===== config.mk =====
export PLATFORM = sky130hd
export DESIGN_NAME = operational_state_control
export DESIGN_NICKNAME = d
export VERILOG_FILES = /design/src/opstate_pkg.sv /design/src/operational_state_control.sv /design/src/opstate_decode.sv
export SDC_FILE = /design/constraint.sdc
export NUM_CORES = 1
export LEC_CHECK = 0
export ABC_AREA = 1
export BUFFER_PORTS_ARGS = -buffer_cell sky130_fd_sc_hd__buf_2
export CORE_MARGIN = 2
export CORE_UTILIZATION = 35
export CTS_CLUSTER_SIZE = 12
export DETAILED_ROUTE_END_ITERATION = 16
export PLACE_DENSITY_LB_ADDON = 0.05
export SETUP_SLACK_MARGIN = 0.5
export SLEW_MARGIN = 30
export SYNTH_ARGS = -nofsm -noshare
export SYNTH_HDL_FRONTEND = slang
export SYNTH_SLANG_ARGS = --single-unit

===== constraint.sdc =====
create_clock -name CLOCK_IN -period 1.6 [get_ports CLOCK_IN]
set_clock_uncertainty 0.05 [all_clocks]
set_input_delay 0.08 -clock CLOCK_IN [delete_from_list [all_inputs] [get_ports CLOCK_IN]]
set_output_delay 0.08 -clock CLOCK_IN [all_outputs]
set_load 0.02 [all_outputs]

===== src/opstate_pkg.sv =====
// package: register map, field layout, codes and types of the operational-state block
//
// How it works
// [RQ1] selector write 010 enters configuration, 011 measurement; 00X and 1XX keep state
// [RQ2] state register read returns 010 or 011 in the selector bits
// [RQ3] configuration state allows control bank access and runs no measurement
// [RQ4] results readable only in measurement; other control registers refused there
// [RQ5] back to configuration keeps controls, clears results, stops measurement at once
// [RQ6] no-operation selector keeps state but other written bits still take effect
// [RQ7] soft reset bit 3 stops measurement, enters configuration, resets all registers
// [RQ8] soft reset acts only on write; reads return zero
// [RQ9] start bit 7 starts on one, stops on zero, only in measurement state
// [RQ10] start bit clears after power-on reset, soft reset, entering configuration
// [RQ11] power-down bit 6 acts in both states, defaults to one
// [RQ12] in measurement, power-down applies only in pauses between conversions
// [RQ13] start with power-down set starts measurement with internal start-up override
// [RQ14] reserved bits 5 and 4 read zero; host should write zero
// [RQ15] selector resets to configuration code; state register resets to 42h
// [RQ16] write 83h enters measurement and starts with power-down off
// [RQ17] write 80h starts measurement only if measurement state already active
// [RQ18] generation id is read-only: identifier upper nibble, revision lower nibble
// [RQ19] upper four bits of the register address are ignored
// [RQ20] ready goes low at conversion start, high at conversion end
// [RQ21] soft reset self-clears within one clock after the write
// [RQ22] power-down raised during a conversion waits for the next pause
package opstate_pkg;

    // register indices within the low address nibble
    localparam logic [3:0] ADDR_OPERATIONAL_STATE = 4'h0;
    localparam logic [3:0] ADDR_REGISTER_GEN_ID   = 4'h2;
    localparam logic [3:0] ADDR_RESULT_FIRST      = 4'h1;
    localparam logic [3:0] ADDR_RESULT_LAST       = 4'h6;
    localparam int         ADDR_LOW_BITS          = 4;

    // field positions of the state register
    localparam int BIT_START_STOP = 7;
    localparam int BIT_POWER_DOWN = 6;
    localparam int BIT_SOFT_RESET = 3;
    localparam int SEL_MSB        = 2;

    // state selector codes
    localparam logic [2:0] SEL_CONFIG  = 3'h2;
    localparam logic [2:0] SEL_MEASURE = 3'h3;

    // reset value of the state register and the id fields (id values arbitrary)
    localparam logic [7:0] OPSTATE_RESET   = 8'h42;
    localparam logic [3:0] DEVICE_ID_VALUE = 4'h5;
    localparam logic [3:0] BANK_REV_VALUE  = 4'h3;

    // register bus request carried from the host side logic
    typedef struct packed {
        logic       wr;
        logic       rd;
        logic [7:0] addr;
        logic [7:0] wdata;
    } reg_req_t;

    // answer to the host side logic
    typedef struct packed {
        logic       refused;
        logic       result_sel;
        logic [7:0] rdata;
    } reg_rsp_t;

endpackage


===== src/operational_state_control.sv =====
// operational-state register bank: state selector, start/stop, power-down, soft reset
`timescale 1ns/1ps
module operational_state_control
(
    // clock and reset
    input  wire logic                   CLOCK_IN,
    input  wire logic                   RESET_N_IN,
    input  wire logic                   CLK_EN_IN,
    // register access from the serial host interface logic
    input  wire opstate_pkg::reg_req_t  REQ_IN,
    output opstate_pkg::reg_rsp_t       RSP_OUT,
    // converter handshake
    input  wire logic                   CONV_DONE_IN,
    output logic                        CONV_RUN_OUT,
    output logic                        READY_OUT,
    // power and control outputs
    output logic                        POWER_DOWN_ACTIVE_OUT,
    output logic                        STARTUP_OVERRIDE_OUT,
    output logic                        CLEAR_RESULTS_OUT,
    output logic                        CONTROL_RESET_OUT,
    output logic                        MEASURING_OUT
);
    // operational states, one-hot
    typedef enum logic [1:0] {
        ST_CONFIG  = 2'b01,
        ST_MEASURE = 2'b10
    } op_state_t;

    op_state_t  state_ff;
    op_state_t  nxt_state;
    logic       start_ff;
    logic       pd_ff;
    logic       conv_ff;
    logic       pd_active_ff;
    logic       override_ff;
    logic       clear_ff;
    logic       sreset_ff;
    logic       done_meta_ff;
    logic       done_sync_ff;
    logic [7:0] rdata_ff;
    logic       refused_ff;
    logic       result_sel_ff;

    logic       is_state;
    logic       is_gen_id;
    logic       is_result;
    logic       refused;
    logic       state_wr;
    logic       sreset_wr;
    logic [2:0] sel_wr;
    logic       enter_config;
    logic       measuring;

    assign measuring = (state_ff == ST_MEASURE);

    // address classification, shared with nothing else
    opstate_decode u_decode
    (
        .addr_in       (REQ_IN.addr),
        .measuring_in  (measuring),
        .is_state_out  (is_state),
        .is_gen_id_out (is_gen_id),
        .is_result_out (is_result),
        .refused_out   (refused)
    );

    // selector code read back from the present state only [RQ2]
    function automatic logic [2:0] sel_code(input op_state_t st);
        sel_code = (st == ST_MEASURE) ? opstate_pkg::SEL_MEASURE : opstate_pkg::SEL_CONFIG;
    endfunction

    // write strobes for the state register
    assign state_wr  = REQ_IN.wr && is_state;
    assign sreset_wr = state_wr && REQ_IN.wdata[opstate_pkg::BIT_SOFT_RESET]; // [RQ7]
    assign sel_wr    = REQ_IN.wdata[opstate_pkg::SEL_MSB:0];

    // next state: only soft reset, 010 and 011 move it, other codes are no-ops [RQ1] [RQ6]
    always_comb
    begin
        nxt_state = state_ff;
        if (sreset_wr)
        begin
            nxt_state = ST_CONFIG; // [RQ7]
        end
        else if (state_wr)
        begin
            case (sel_wr)
                opstate_pkg::SEL_CONFIG:  nxt_state = ST_CONFIG;  // [RQ1]
                opstate_pkg::SEL_MEASURE: nxt_state = ST_MEASURE; // [RQ1]
                default:                  nxt_state = state_ff;   // [RQ6]
            endcase
        end
    end

    // leaving measurement, or soft reset, drops start and clears results [RQ5]
    assign enter_config = sreset_wr || (measuring && nxt_state == ST_CONFIG);

    // operational state register, resets to configuration [RQ15]
    always_ff @(posedge CLOCK_IN or negedge RESET_N_IN)
    begin
        if (!RESET_N_IN)
        begin
            state_ff <= ST_CONFIG;
        end
        else if (CLK_EN_IN)
        begin
            state_ff <= nxt_state;
        end
    end

    // start/stop bit; only taken when the write leaves us in measurement [RQ9] [RQ17]
    always_ff @(posedge CLOCK_IN or negedge RESET_N_IN)
    begin
        if (!RESET_N_IN)
        begin
            start_ff <= opstate_pkg::OPSTATE_RESET[opstate_pkg::BIT_START_STOP]; // [RQ10]
        end
        else if (CLK_EN_IN)
        begin
            if (enter_config)
            begin
                start_ff <= 1'b0; // [RQ10]
            end
            else if (state_wr && nxt_state == ST_MEASURE)
            begin
                start_ff <= REQ_IN.wdata[opstate_pkg::BIT_START_STOP]; // [RQ16] [RQ9]
            end
            else if (state_wr)
            begin
                start_ff <= 1'b0; // written while in configuration: ignored as zero [RQ9]
            end
        end
    end

    // power-down bit, written in both states, even with a no-op selector [RQ11] [RQ6]
    always_ff @(posedge CLOCK_IN or negedge RESET_N_IN)
    begin
        if (!RESET_N_IN)
        begin
            pd_ff <= opstate_pkg::OPSTATE_RESET[opstate_pkg::BIT_POWER_DOWN];
        end
        else if (CLK_EN_IN)
        begin
            if (sreset_wr)
            begin
                pd_ff <= opstate_pkg::OPSTATE_RESET[opstate_pkg::BIT_POWER_DOWN]; // [RQ11]
            end
            else if (state_wr)
            begin
                pd_ff <= REQ_IN.wdata[opstate_pkg::BIT_POWER_DOWN]; // [RQ11]
            end
        end
    end

    // conversion done pin crosses into our clock through two flops
    always_ff @(posedge CLOCK_IN or negedge RESET_N_IN)
    begin
        if (!RESET_N_IN)
        begin
            done_meta_ff <= 1'b0;
            done_sync_ff <= 1'b0;
        end
        else if (CLK_EN_IN)
        begin
            done_meta_ff <= CONV_DONE_IN;
            done_sync_ff <= done_meta_ff;
        end
    end

    // conversion tracking: starts on start bit in measurement, stops at once on leave
    always_ff @(posedge CLOCK_IN or negedge RESET_N_IN)
    begin
        if (!RESET_N_IN)
        begin
            conv_ff <= 1'b0;
        end
        else if (CLK_EN_IN)
        begin
            if (enter_config || !measuring)
            begin
                conv_ff <= 1'b0; // [RQ5] [RQ7] [RQ3]
            end
            else if (conv_ff && done_sync_ff)
            begin
                conv_ff <= 1'b0; // end of conversion [RQ20]
            end
            else if (!conv_ff && start_ff && !done_sync_ff)
            begin
                conv_ff <= 1'b1; // [RQ9] [RQ20]
            end
        end
    end

    // internal start-up: start with power-down set overrides it while converting
    always_ff @(posedge CLOCK_IN or negedge RESET_N_IN)
    begin
        if (!RESET_N_IN)
        begin
            override_ff <= 1'b0;
        end
        else if (CLK_EN_IN)
        begin
            if (enter_config)
            begin
                override_ff <= 1'b0;
            end
            else if (state_wr && nxt_state == ST_MEASURE)
            begin
                override_ff <= REQ_IN.wdata[opstate_pkg::BIT_START_STOP]
                               && REQ_IN.wdata[opstate_pkg::BIT_POWER_DOWN]; // [RQ13]
            end
        end
    end

    // power-down applied freely in configuration, only in pauses in measurement;
    // a request during a conversion simply waits for conv_ff to fall [RQ12] [RQ22]
    always_ff @(posedge CLOCK_IN or negedge RESET_N_IN)
    begin
        if (!RESET_N_IN)
        begin
            pd_active_ff <= 1'b1;
        end
        else if (CLK_EN_IN)
        begin
            if (!measuring)
            begin
                pd_active_ff <= pd_ff; // [RQ11]
            end
            else
            begin
                pd_active_ff <= pd_ff && !conv_ff; // [RQ12] [RQ22]
            end
        end
    end

    // one-cycle pulses: clear results on leaving measurement, reset control bank
    // self-clearing so a single write gives a single reset [RQ21]
    always_ff @(posedge CLOCK_IN or negedge RESET_N_IN)
    begin
        if (!RESET_N_IN)
        begin
            clear_ff  <= 1'b0;
            sreset_ff <= 1'b0;
        end
        else if (CLK_EN_IN)
        begin
            clear_ff  <= enter_config;  // [RQ5]
            sreset_ff <= sreset_wr;     // [RQ7] [RQ21]
        end
    end

    // read data and refusal, registered one cycle after the request
    always_ff @(posedge CLOCK_IN or negedge RESET_N_IN)
    begin
        if (!RESET_N_IN)
        begin
            rdata_ff      <= 8'h00;
            refused_ff    <= 1'b0;
            result_sel_ff <= 1'b0;
        end
        else if (CLK_EN_IN)
        begin
            refused_ff    <= (REQ_IN.rd || REQ_IN.wr) && refused; // [RQ4]
            result_sel_ff <= REQ_IN.rd && is_result;               // [RQ4]
            rdata_ff      <= 8'h00;
            if (REQ_IN.rd && is_state)
            begin
                // reserved 5:4 and soft reset bit read zero [RQ14] [RQ8]
                rdata_ff <= {start_ff, pd_ff, 2'b00, 1'b0, sel_code(state_ff)}; // [RQ2]
            end
            else if (REQ_IN.rd && is_gen_id)
            begin
                // read-only; writes fall through with no effect [RQ18]
                rdata_ff <= {opstate_pkg::DEVICE_ID_VALUE, opstate_pkg::BANK_REV_VALUE};
            end
        end
    end

    // outputs
    assign RSP_OUT.rdata          = rdata_ff;
    assign RSP_OUT.refused        = refused_ff;
    assign RSP_OUT.result_sel     = result_sel_ff;
    assign CONV_RUN_OUT           = conv_ff;
    assign READY_OUT              = !conv_ff;  // low while converting [RQ20]
    assign POWER_DOWN_ACTIVE_OUT  = pd_active_ff;
    assign STARTUP_OVERRIDE_OUT   = override_ff && conv_ff; // [RQ13]
    assign CLEAR_RESULTS_OUT      = clear_ff;
    assign CONTROL_RESET_OUT      = sreset_ff;
    assign MEASURING_OUT          = measuring;
endmodule


===== src/opstate_decode.sv =====
// decode of a host register address into access class for the current state
`timescale 1ns/1ps
module opstate_decode
(
    // request and state
    input  wire logic [7:0] addr_in,
    input  wire logic       measuring_in,
    // decoded class
    output logic            is_state_out,
    output logic            is_gen_id_out,
    output logic            is_result_out,
    output logic            refused_out
);
    logic [3:0] low_addr;

    // upper nibble dropped before any compare [RQ19]
    assign low_addr      = addr_in[opstate_pkg::ADDR_LOW_BITS-1:0];
    assign is_state_out  = (low_addr == opstate_pkg::ADDR_OPERATIONAL_STATE);
    assign is_result_out = measuring_in
                           && (low_addr >= opstate_pkg::ADDR_RESULT_FIRST)
                           && (low_addr <= opstate_pkg::ADDR_RESULT_LAST); // [RQ4]
    assign is_gen_id_out = !measuring_in && (low_addr == opstate_pkg::ADDR_REGISTER_GEN_ID);

    // in measurement only the state register and results answer [RQ4] [RQ3]
    assign refused_out = measuring_in && !is_state_out && !is_result_out;
endmodule


; ---- Word level (Yosys, flattened, before mapping)
; Index checks and enable logic that the tools add are counted.
[word_totals]
regBits = 21
word_cells = 74
[classes]
order_cmp = 2
n_eq_ne = 6
n_mux = 17
reduce_logical = 36
[ops]
columns = op, count
row1 = $logic_and A1 B1 Y1, 19
row2 = $mux W1, 12
row3 = $mux W8, 1
row4 = $reduce_and A2 Y1, 4
row5 = $mux W7, 1
row6 = $eq A3 B2 Y1 const B, 2
row7 = $reduce_bool A3 Y1, 2
row8 = $logic_not A1 Y1, 5
row9 = $eq A2 B2 Y1 const B, 2
row10 = $eq A4 B2 Y1 const B, 1
row11 = $ge A4 B1 Y1 const B, 1
row12 = $le A4 B3 Y1 const B, 1
row13 = $logic_not A4 Y1, 1
row14 = $mux W2, 2
row15 = $pmux W2 S2, 1
row16 = $reduce_bool A2 Y1, 2
row17 = $logic_or A1 B1 Y1, 3
row18 = $eq A2 B1 Y1 const B, 1

; ---- Longest topological paths before layout
; Gate-level depths: netlist (run 1).
[logic_depth]
ltp_word = 10
depth_mapped = 8

; ---- By module
; From an unflattened synthesis (run 1), not the netlist that was laid out.
[hier_totals]
hier_cells = 126
hier_area_um2 = 980.9
[by_module_without_submodules]
columns = mod, instances, cells_per_inst, area_each_um2, seq_area_each_um2
row1 = operational_state_control, 1, 113, 917.1, 454.2
row2 = opstate_decode, 1, 13, 63.8, 0.0

; ---- Worst setup path before layout (run 1)
; OpenSTA, ideal clock, no wires.
[synth_timing]
kind = register -> register
start = reg state_ff[0]
end = reg rdata_ff[1]
setup_ns = 0.118
arrival_ns = 1.027
required_time_ns = 1.432
path_slack_ns = 0.404
path_stages_with_launch = 6
period_less_slack_ns = 1.196
cell_sequence = dfstp_2 > nor2_4 > inv_1 > nand4_1 > o21ai_2 > a21o_1
[synth_between]
elab_chain_cells = 6
[synth_rtl]
columns = element, line_no
row1 = from (decl), operational_state_control.sv:29  ; op_state_t state_ff;
row2 = from (signal assigned), operational_state_control.sv:107  ; state_ff <= nxt_state;
row3 = $eq A2 B2 Y1, operational_state_control.sv:54  ; assign measuring = (state_ff == ST_MEASURE);
row4 = via MEASURING_OUT, operational_state_control.sv:21  ; output logic MEASURING_OUT
row5 = $logic_not A1 Y1, opstate_decode.sv:22  ; assign is_gen_id_out = !measuring_in && (low_addr == opstate_pkg::ADDR_REGISTER_GEN_ID);
row6 = $logic_and A1 B1 Y1, opstate_decode.sv:22
row7 = $logic_and A1 B1 Y1, operational_state_control.sv:271  ; else if (REQ_IN.rd && is_gen_id)
row8 = $mux W7, operational_state_control.sv:271
row9 = $mux W8, operational_state_control.sv:266  ; if (REQ_IN.rd && is_state)
row10 = to (signal assigned), operational_state_control.sv:269  ; rdata_ff <= {start_ff, pd_ff, 2'b00, 1'b0, sel_code(state_ff)};
row11 = to (signal assigned), operational_state_control.sv:274  ; rdata_ff <= {opstate_pkg::DEVICE_ID_VALUE, opstate_pkg::BANK_REV_VALUE};
row12 = to (decl), operational_state_control.sv:40  ; logic [7:0] rdata_ff;
; The timed path passes the listed nets, and every way through them passes these cells.
; A chain may end at the register's enable or synchronous reset.

; ---- Worst setup path after layout (run 1)
[layout_timing]
start = reg state_ff[0]
end = out MEASURING_OUT
[layout_between]
elab_chain_cells = 1
[layout_rtl]
columns = element, line_no
row1 = $eq A2 B2 Y1, operational_state_control.sv:54
row2 = to (decl), operational_state_control.sv:21
; Every way passes these cells.

==> impl_results.md, run 1 <==
* DP HPWL at 1566 um
* DRC at 0
* Critical path class: reg -> out
* Die area at 3296 um^2
* Final worst path period share at 0.8052
* Die Wd at 57.41 um
* Final wirelength at 2040 um
* Pwr Total at 1048 uW
* Total gr overflow at 0
* FF-to-FF End: rdata_ff[0]
* Largest net degree at the start of global routing at 19
* Skew-Pair Late Insertion Delay at between 0.2 and 0.3 ns
* Worst hold path class: in -> reg
* Max cap viols at 0
* Commonest non-fill, non-tap cell in the layout: nand2_1
* Yosys warning total at 0
* RSZ-0062 raised after global routing: yes
* PortBufs at 29
* Proportion of layout cells with a drive suffix above 1 at 0.3875
* Num rows at 19
* Final Setup Violations at 0
* All-Layer GR Usage at 0.1488
* FFs w/ async S/R, synth at 1.000
* Core Region at 2734 um^2
* CTS Sinks at 18
* Vias/cell at between 4 and 5
* Initial drt markers at 22
* CTS tree: built
* Post-Syn Area at 998.5 um^2
* # IOs at 39
* Flops & latches, synth at 18
* Num CTS Buffers at 3
* Initial antenna violation count at 0
* R2R setup slack at about 0.36 ns
* Seq/Total Area, Yosys at 0.4549
* Hold Path Stages at 3
* Initial Util at 0.3652
* FMAX at around 0.78 GHz
* Vias in the first global route at 880
* Chip Height at 57.41 um
* Hold Violations, Final at 0
* Yosys cell types at 26
* Critical Path AT at between 1 and 1.5 ns
* Start of the worst register-to-register path: state_ff[0]
* DR pass1 iterations at 4
* Crit Path Max Fanout at 4
* VDD IR-drop max at 447.6 uV
* Cell area power density at roughly 810 nW/um^2
* Bufs on Longest Clock Path at 2
* N_diodes at 0
* Routed vias at 874
* Root buffer cell: clkbuf_4
* Nets at 183
* Status: finished, final reports clean
* Avg Synthesized Cell Area at 8.052 um^2
* Synthesis-to-layout area growth at 29.45%
* Most frequent cells in the layout: 31 x nand2_1, 25 x buf_2, 15 x dfrtp_1
* Min Tclk post-route at 1.288 ns
* Endpoint, Worst Hold: refused_ff
* Final GP Congestion at ~0.8
* CTS HTree Levels at 1
* Reg2Reg Depth at 6
* Placed cells at roughly 180
* Routed WL per cell at around 11 um
* Post-synth EDFFs at 0
* Worst setup EP type: primary output
* Routed Antenna Nets at 0
* Leakage at 0.0007217 uW
* Post-synth top flop: dfrtp_1
* Setup TNS at 0 ns
* Clk pin slew, worst setup/hold paths at roughly 0.11 ns
* Cells after synthesis at approximately 120
* Final Max Tran Viols at 0
* Global-route wire length before repair at around 3900 um
* Crit start category: register
* Final Instance Count excl. Fillers at between 150 and 200
* Required @ worst endpoint at 1.47 ns
* Hold path startpoint: REQ_IN[17]
[synth_stat cells (3+ instances only)]
cell type | n | area, um^2
nand2_1 | 31 | 116.4
nand4_1 | 4 | 25.02
dfstp_2 | 3 | 78.83
o21ai_1 | 6 | 30.03
nand2_2 | 4 | 25.02
nand3_1 | 5 | 25.02
o21ai_0 | 8 | 40.04
nor2_1 | 10 | 37.54
buf_4 | 5 | 37.54
dfrtp_1 | 15 | 375.4
inv_1 | 15 | 56.30
[state kept, by name, summed over array words and instances, names as in the netlist]
register,count
CONV_RUN_OUT,1
rdata_ff,5
start_ff,1
CONTROL_RESET_OUT,1
done_meta_ff,1
pd_ff,1
refused_ff,1
state_ff,2
POWER_DOWN_ACTIVE_OUT,1
result_sel_ff,1
override_ff,1
CLEAR_RESULTS_OUT,1
done_sync_ff,1
[critical path, stage by stage, from the launching register on]
cell     delay, ns
dfstp_2       0.58
nor2_4        0.06
buf_6         0.11
buf_6         0.12
[final cells by class]
cell class / instances / area [um^2]
repair buffers: 37 / 241.5
well taps: 31 / 38.79
flip-flops and latches: 18 / 454.2
inverters: 18 / 68.82
multi-input cells: 83 / 452.9
clock buffers: 4 / 36.28
fillers: 286 / 1441
[metrics by stage]
| step | util | worst slack (ns) | hold WS (ns) | cell area (um^2) |
|---|---|---|---|---|
| 2_1_floorplan | - | 0.4347 | -0.2656 | 1006 |
| 3_3_place_gp | 0.4183 | 0.4045 | -0.01356 | 1144 |
| 3_5_place_dp | 0.4183 | 0.3832 | -0.003891 | 1144 |
| 4_1_cts | 0.4526 | 0.3807 | 0.01708 | 1237 |
| 5_1_grt | 0.4728 | 0.2580 | 0.04101 | 1292 |
| 6_report | 0.4728 | 0.3117 | 0.03043 | 1292 |
[cell families (layout without fill, tap and decap cells)]
logic type / Yosys count / count (layout) / synth area share
and+or+nand+nor: 61 / 61 / 0.3058
buffers and inverters: 25 / 59 / 0.1153
AOI/OAI and AO/OA: 19 / 19 / 0.1203
DFF: 18 / 18 / 0.4549
other: 1 / 3 / 0.003756
[worst max path at each step]
| stage | start | endpoint | slack (ns) | depth (start not counted) |
|---|---|---|---|---|
| 2_1_floorplan | state_ff[1] | rdata_ff[1] | 0.43 | 6 |
| 3_3_place_gp | state_ff[0] | rdata_ff[6] | 0.40 | 6 |
| 3_5_place_dp | state_ff[0] | rdata_ff[0] | 0.38 | 6 |
| 4_1_cts | state_ff[0] | rdata_ff[1] | 0.38 | 5 |
| 5_1_grt | state_ff[0] | MEASURING_OUT | 0.26 | 3 |
| 6_report | state_ff[0] | MEASURING_OUT | 0.31 | 3 |
[metal layers]
metal,global-route usage,routed length [um],part of all wire,up-vias
li1,-,-,-,457
met5,0,0,0,-
met3,0.02948,81,0.040,2
met1,0.2066,947,0.46,400
met2,0.2321,995,0.49,15
met4,0.04983,17,0.0083,0
[where the power goes]
part	switching (uW)	leakage (uW)	internal (uW)
sequential	25.4	0.000232	505
combinational	134	0.000469	97.8
clock	147	0.0000210	139
[what timing repair did]
| item | 4_1_cts | 5_1_grt |
|---|---|---|
| hold buffers | 3 | 0 |
| hold endpoints to repair | 20 | 0 |
| buffers inserted | 2 | 3 |
| pin swaps | 2 | 4 |
| endpoints found under the setup margin | 10 | 16 |
| resized for setup | 4 | 12 |
No activity file was read; power rests on OpenSTA's default activity.
==> inputs of run 2 (changes only) <==
- clock period: 1.6 -> 1.3 ns (I/O delays scaled with it)
==> run 2 against run 1 <==
Net effect:
- worst setup slack got worse by 0.25 ns
- sequential cell count is the same
- non-clock buffer count increased by 13
- highest routed layer unchanged
- cell count increased by 6.8%
- register-to-register slack got worse by 0.29 ns
- clock-buffer cell count unchanged
- clock power rose by 23%
- global-route usage fell by 0.068 points
- die area unchanged
- first-iteration DRC count shrank 32%
- combinational power rose by 38%
==> impl_results.md, run 2 (synthesized netlist as in run 1, its figures left out) <==
* # IOs at 39 (unchanged)
* Placed cells at 181 (+1.1%)
* CTS tree: built
* Final GP Congestion at 0.7901 (-1.2%)
* Initial drt markers at 15 (-32%)
* Critical path class: reg -> reg
* RSZ-0062 raised after global routing: yes
* Die area at 3296 um^2 (unchanged)
* Vias in the first global route at 912 (+3.6%)
* Top flop regs: rdata_ff x5, state_ff x2
* DP HPWL at 1612 um (+2.9%)
* Chip Height at 57.41 um (unchanged)
* Largest net degree at the start of global routing at 19 (unchanged)
* Worst setup EP type: register
* Hold Path Stages at 3 (unchanged)
* Initial antenna violation count at 0 (unchanged)
* Hold Violations, Final at 0 (unchanged)
* Max incr delay on CP at 0.57 ns (about the same)
* Cell area power density at 899.7 nW/um^2 (+11%)
* N_diodes at 0 (unchanged)
* Vias/cell at 4.441 (-2.9%)
* Min Tclk post-route at 1.234 ns
* Routed Antenna Nets at 0 (unchanged)
* Crit Path Max Fanout at 4 (unchanged)
* Final Util at 0.5414 (+0.06865)
* Die Wd at 57.41 um (unchanged)
* Proportion of layout cells with a drive suffix above 1 at 0.4566 (+0.06915)
* Total gr overflow at 0 (unchanged)
* Max reg flops at 5 (unchanged)
* DR pass1 iterations at 4 (unchanged)
* Num rows at 19 (unchanged)
* Bufs on Longest Clock Path at 2 (unchanged)
* Commonest non-fill, non-tap cell in the layout: nand2_1
* Routed vias at 906 (+3.7%)
* DRC at 0 (unchanged)
* Pwr Total at 1332 uW (+27%)
* Synthesis-to-layout area growth at 48.25%
* Nets at 196 (+7.1%)
* Final Setup Violations at 0 (unchanged)
* Global-route wire length before repair at 3829 um (-1.1%)
* FF-to-FF End: rdata_ff[0]
* Start of the worst register-to-register path: state_ff[0]
* All-Layer GR Usage at 0.1482 (-0.0006804)
* Hold path startpoint: REQ_IN[17]
* Final Max Tran Viols at 0 (unchanged)
* Endpoint, Worst Hold: refused_ff
* Worst path cell trace: nor2_4 > inv_2 > nand4_1 > o21ai_2 > o21ai_1 > nand2_1
* Buffer and inverter count on the worst path at 1 (-1)
* Final worst path period share at 0.9490
* Initial Util at 0.3652 (unchanged)
* CTS HTree Levels at 1 (unchanged)
* Crit. Startpoint: state_ff[0]
* Family with the most delay on the worst path: flip-flops
* Root buffer cell: clkbuf_4
* Setup TNS at 0 ns (unchanged)
* Worst hold path class: in -> reg
* CTS Sinks at 18 (unchanged)
* VDD IR-drop max at 567.9 uV (+27%)
* R2R setup slack at 0.07 ns (-0.29 ns)
* Reg with most FFs: rdata_ff
* PortBufs at 29 (unchanged)
* Final Instance Count excl. Fillers at 204 (+6.8%)
* Reg2Reg Depth at 6 (unchanged)
* Leakage at 0.0008029 uW (+11%)
* Required @ worst endpoint at 1.49 ns (+0.02 ns)
* Final wirelength at 2206 um (+8.1%)
* Core Region at 2734 um^2 (unchanged)
* FMAX at a little over 0.8 GHz
* Skew-Pair Late Insertion Delay at 0.29 ns (about the same)
* Status: finished, final reports clean
* Routed WL per cell at 10.81 um (+1.2%)
* Critical Path AT at 1.42 ns (+0.26 ns)
* Clk pin slew, worst setup/hold paths at 0.11 ns (about the same)
* Max cap viols at 0 (unchanged)
* Most frequent cells in the layout: 30 x nand2_1, 18 x buf_6, 15 x dfrtp_1, 15 x buf_2, 14 x buf_4
* Crit start category: register
* Num CTS Buffers at 3 (unchanged)
* Crit path max-delay cell type: dfstp_2
run 2: cell types whose count changed in the layout (fill, tap and decap cells not counted), moves of 3 or more:
cell,before,now
buf_2,25,15
buf_4,4,14
o21ai_2,2,5
o21ai_0,6,2
buf_6,5,18
run 2: per-layer routing:
metal  global-route usage  routed length [um]
met2               0.2581                1142
met4              0.04983                  17
met5                    0                   0
met1               0.1816                 971
met3              0.02948                  76
run 2: tightest hold or removal path, cell delays in order:
cell and delay, ns:
buf_2 0.10, nor2_1 0.04, o21ai_1 0.11
run 2: worst max-delay path by stage:
| stage | slack, ns | cells after the start | to |
|---|---|---|---|
| after floorplan | 0.13 | 6 | rdata_ff[1] |
| after global placement | 0.11 | 6 | rdata_ff[6] |
| after detailed placement | 0.09 | 6 | rdata_ff[0] |
| after CTS | 0.1 | 7 | refused_ff |
| after global routing | 0.004 | 6 | rdata_ff[0] |
| final | 0.07 | 6 | rdata_ff[0] |
run 2: cell type report:
cell class              count  area (um^2)
inverters                  18        68.82
well taps                  31        38.79
repair buffers             50        412.9
multi-input cells          83        469.2
flip-flops and latches     18        454.2
clock buffers               4        36.28
fillers                   253         1254
run 2: repair_timing:
item	4_1_cts	5_1_grt
endpoints found under the setup margin	27	30
pin swaps	2	7
resized for setup	28	16
hold buffers	3	0
buffers inserted	11	5
hold endpoints to repair	20	0
run 2: per-stage QoR:
step,hold slack [ns],area [um^2],worst slack (ns)
2_1_floorplan,-0.2806,1011,0.1347
3_3_place_gp,-0.02836,1164,0.1113
3_5_place_dp,-0.01844,1164,0.08797
4_1_cts,0.0007262,1400,0.09653
5_1_grt,0.01533,1480,0.003735
6_report,0.004805,1480,0.06630
run 2: where the power goes:
part | internal [uW] | switching [uW] | leakage [uW]
Clock | 170 | 180 | 0.0000210
Sequential | 622 | 38.3 | 0.000232
Combinational | 149 | 172 | 0.000550
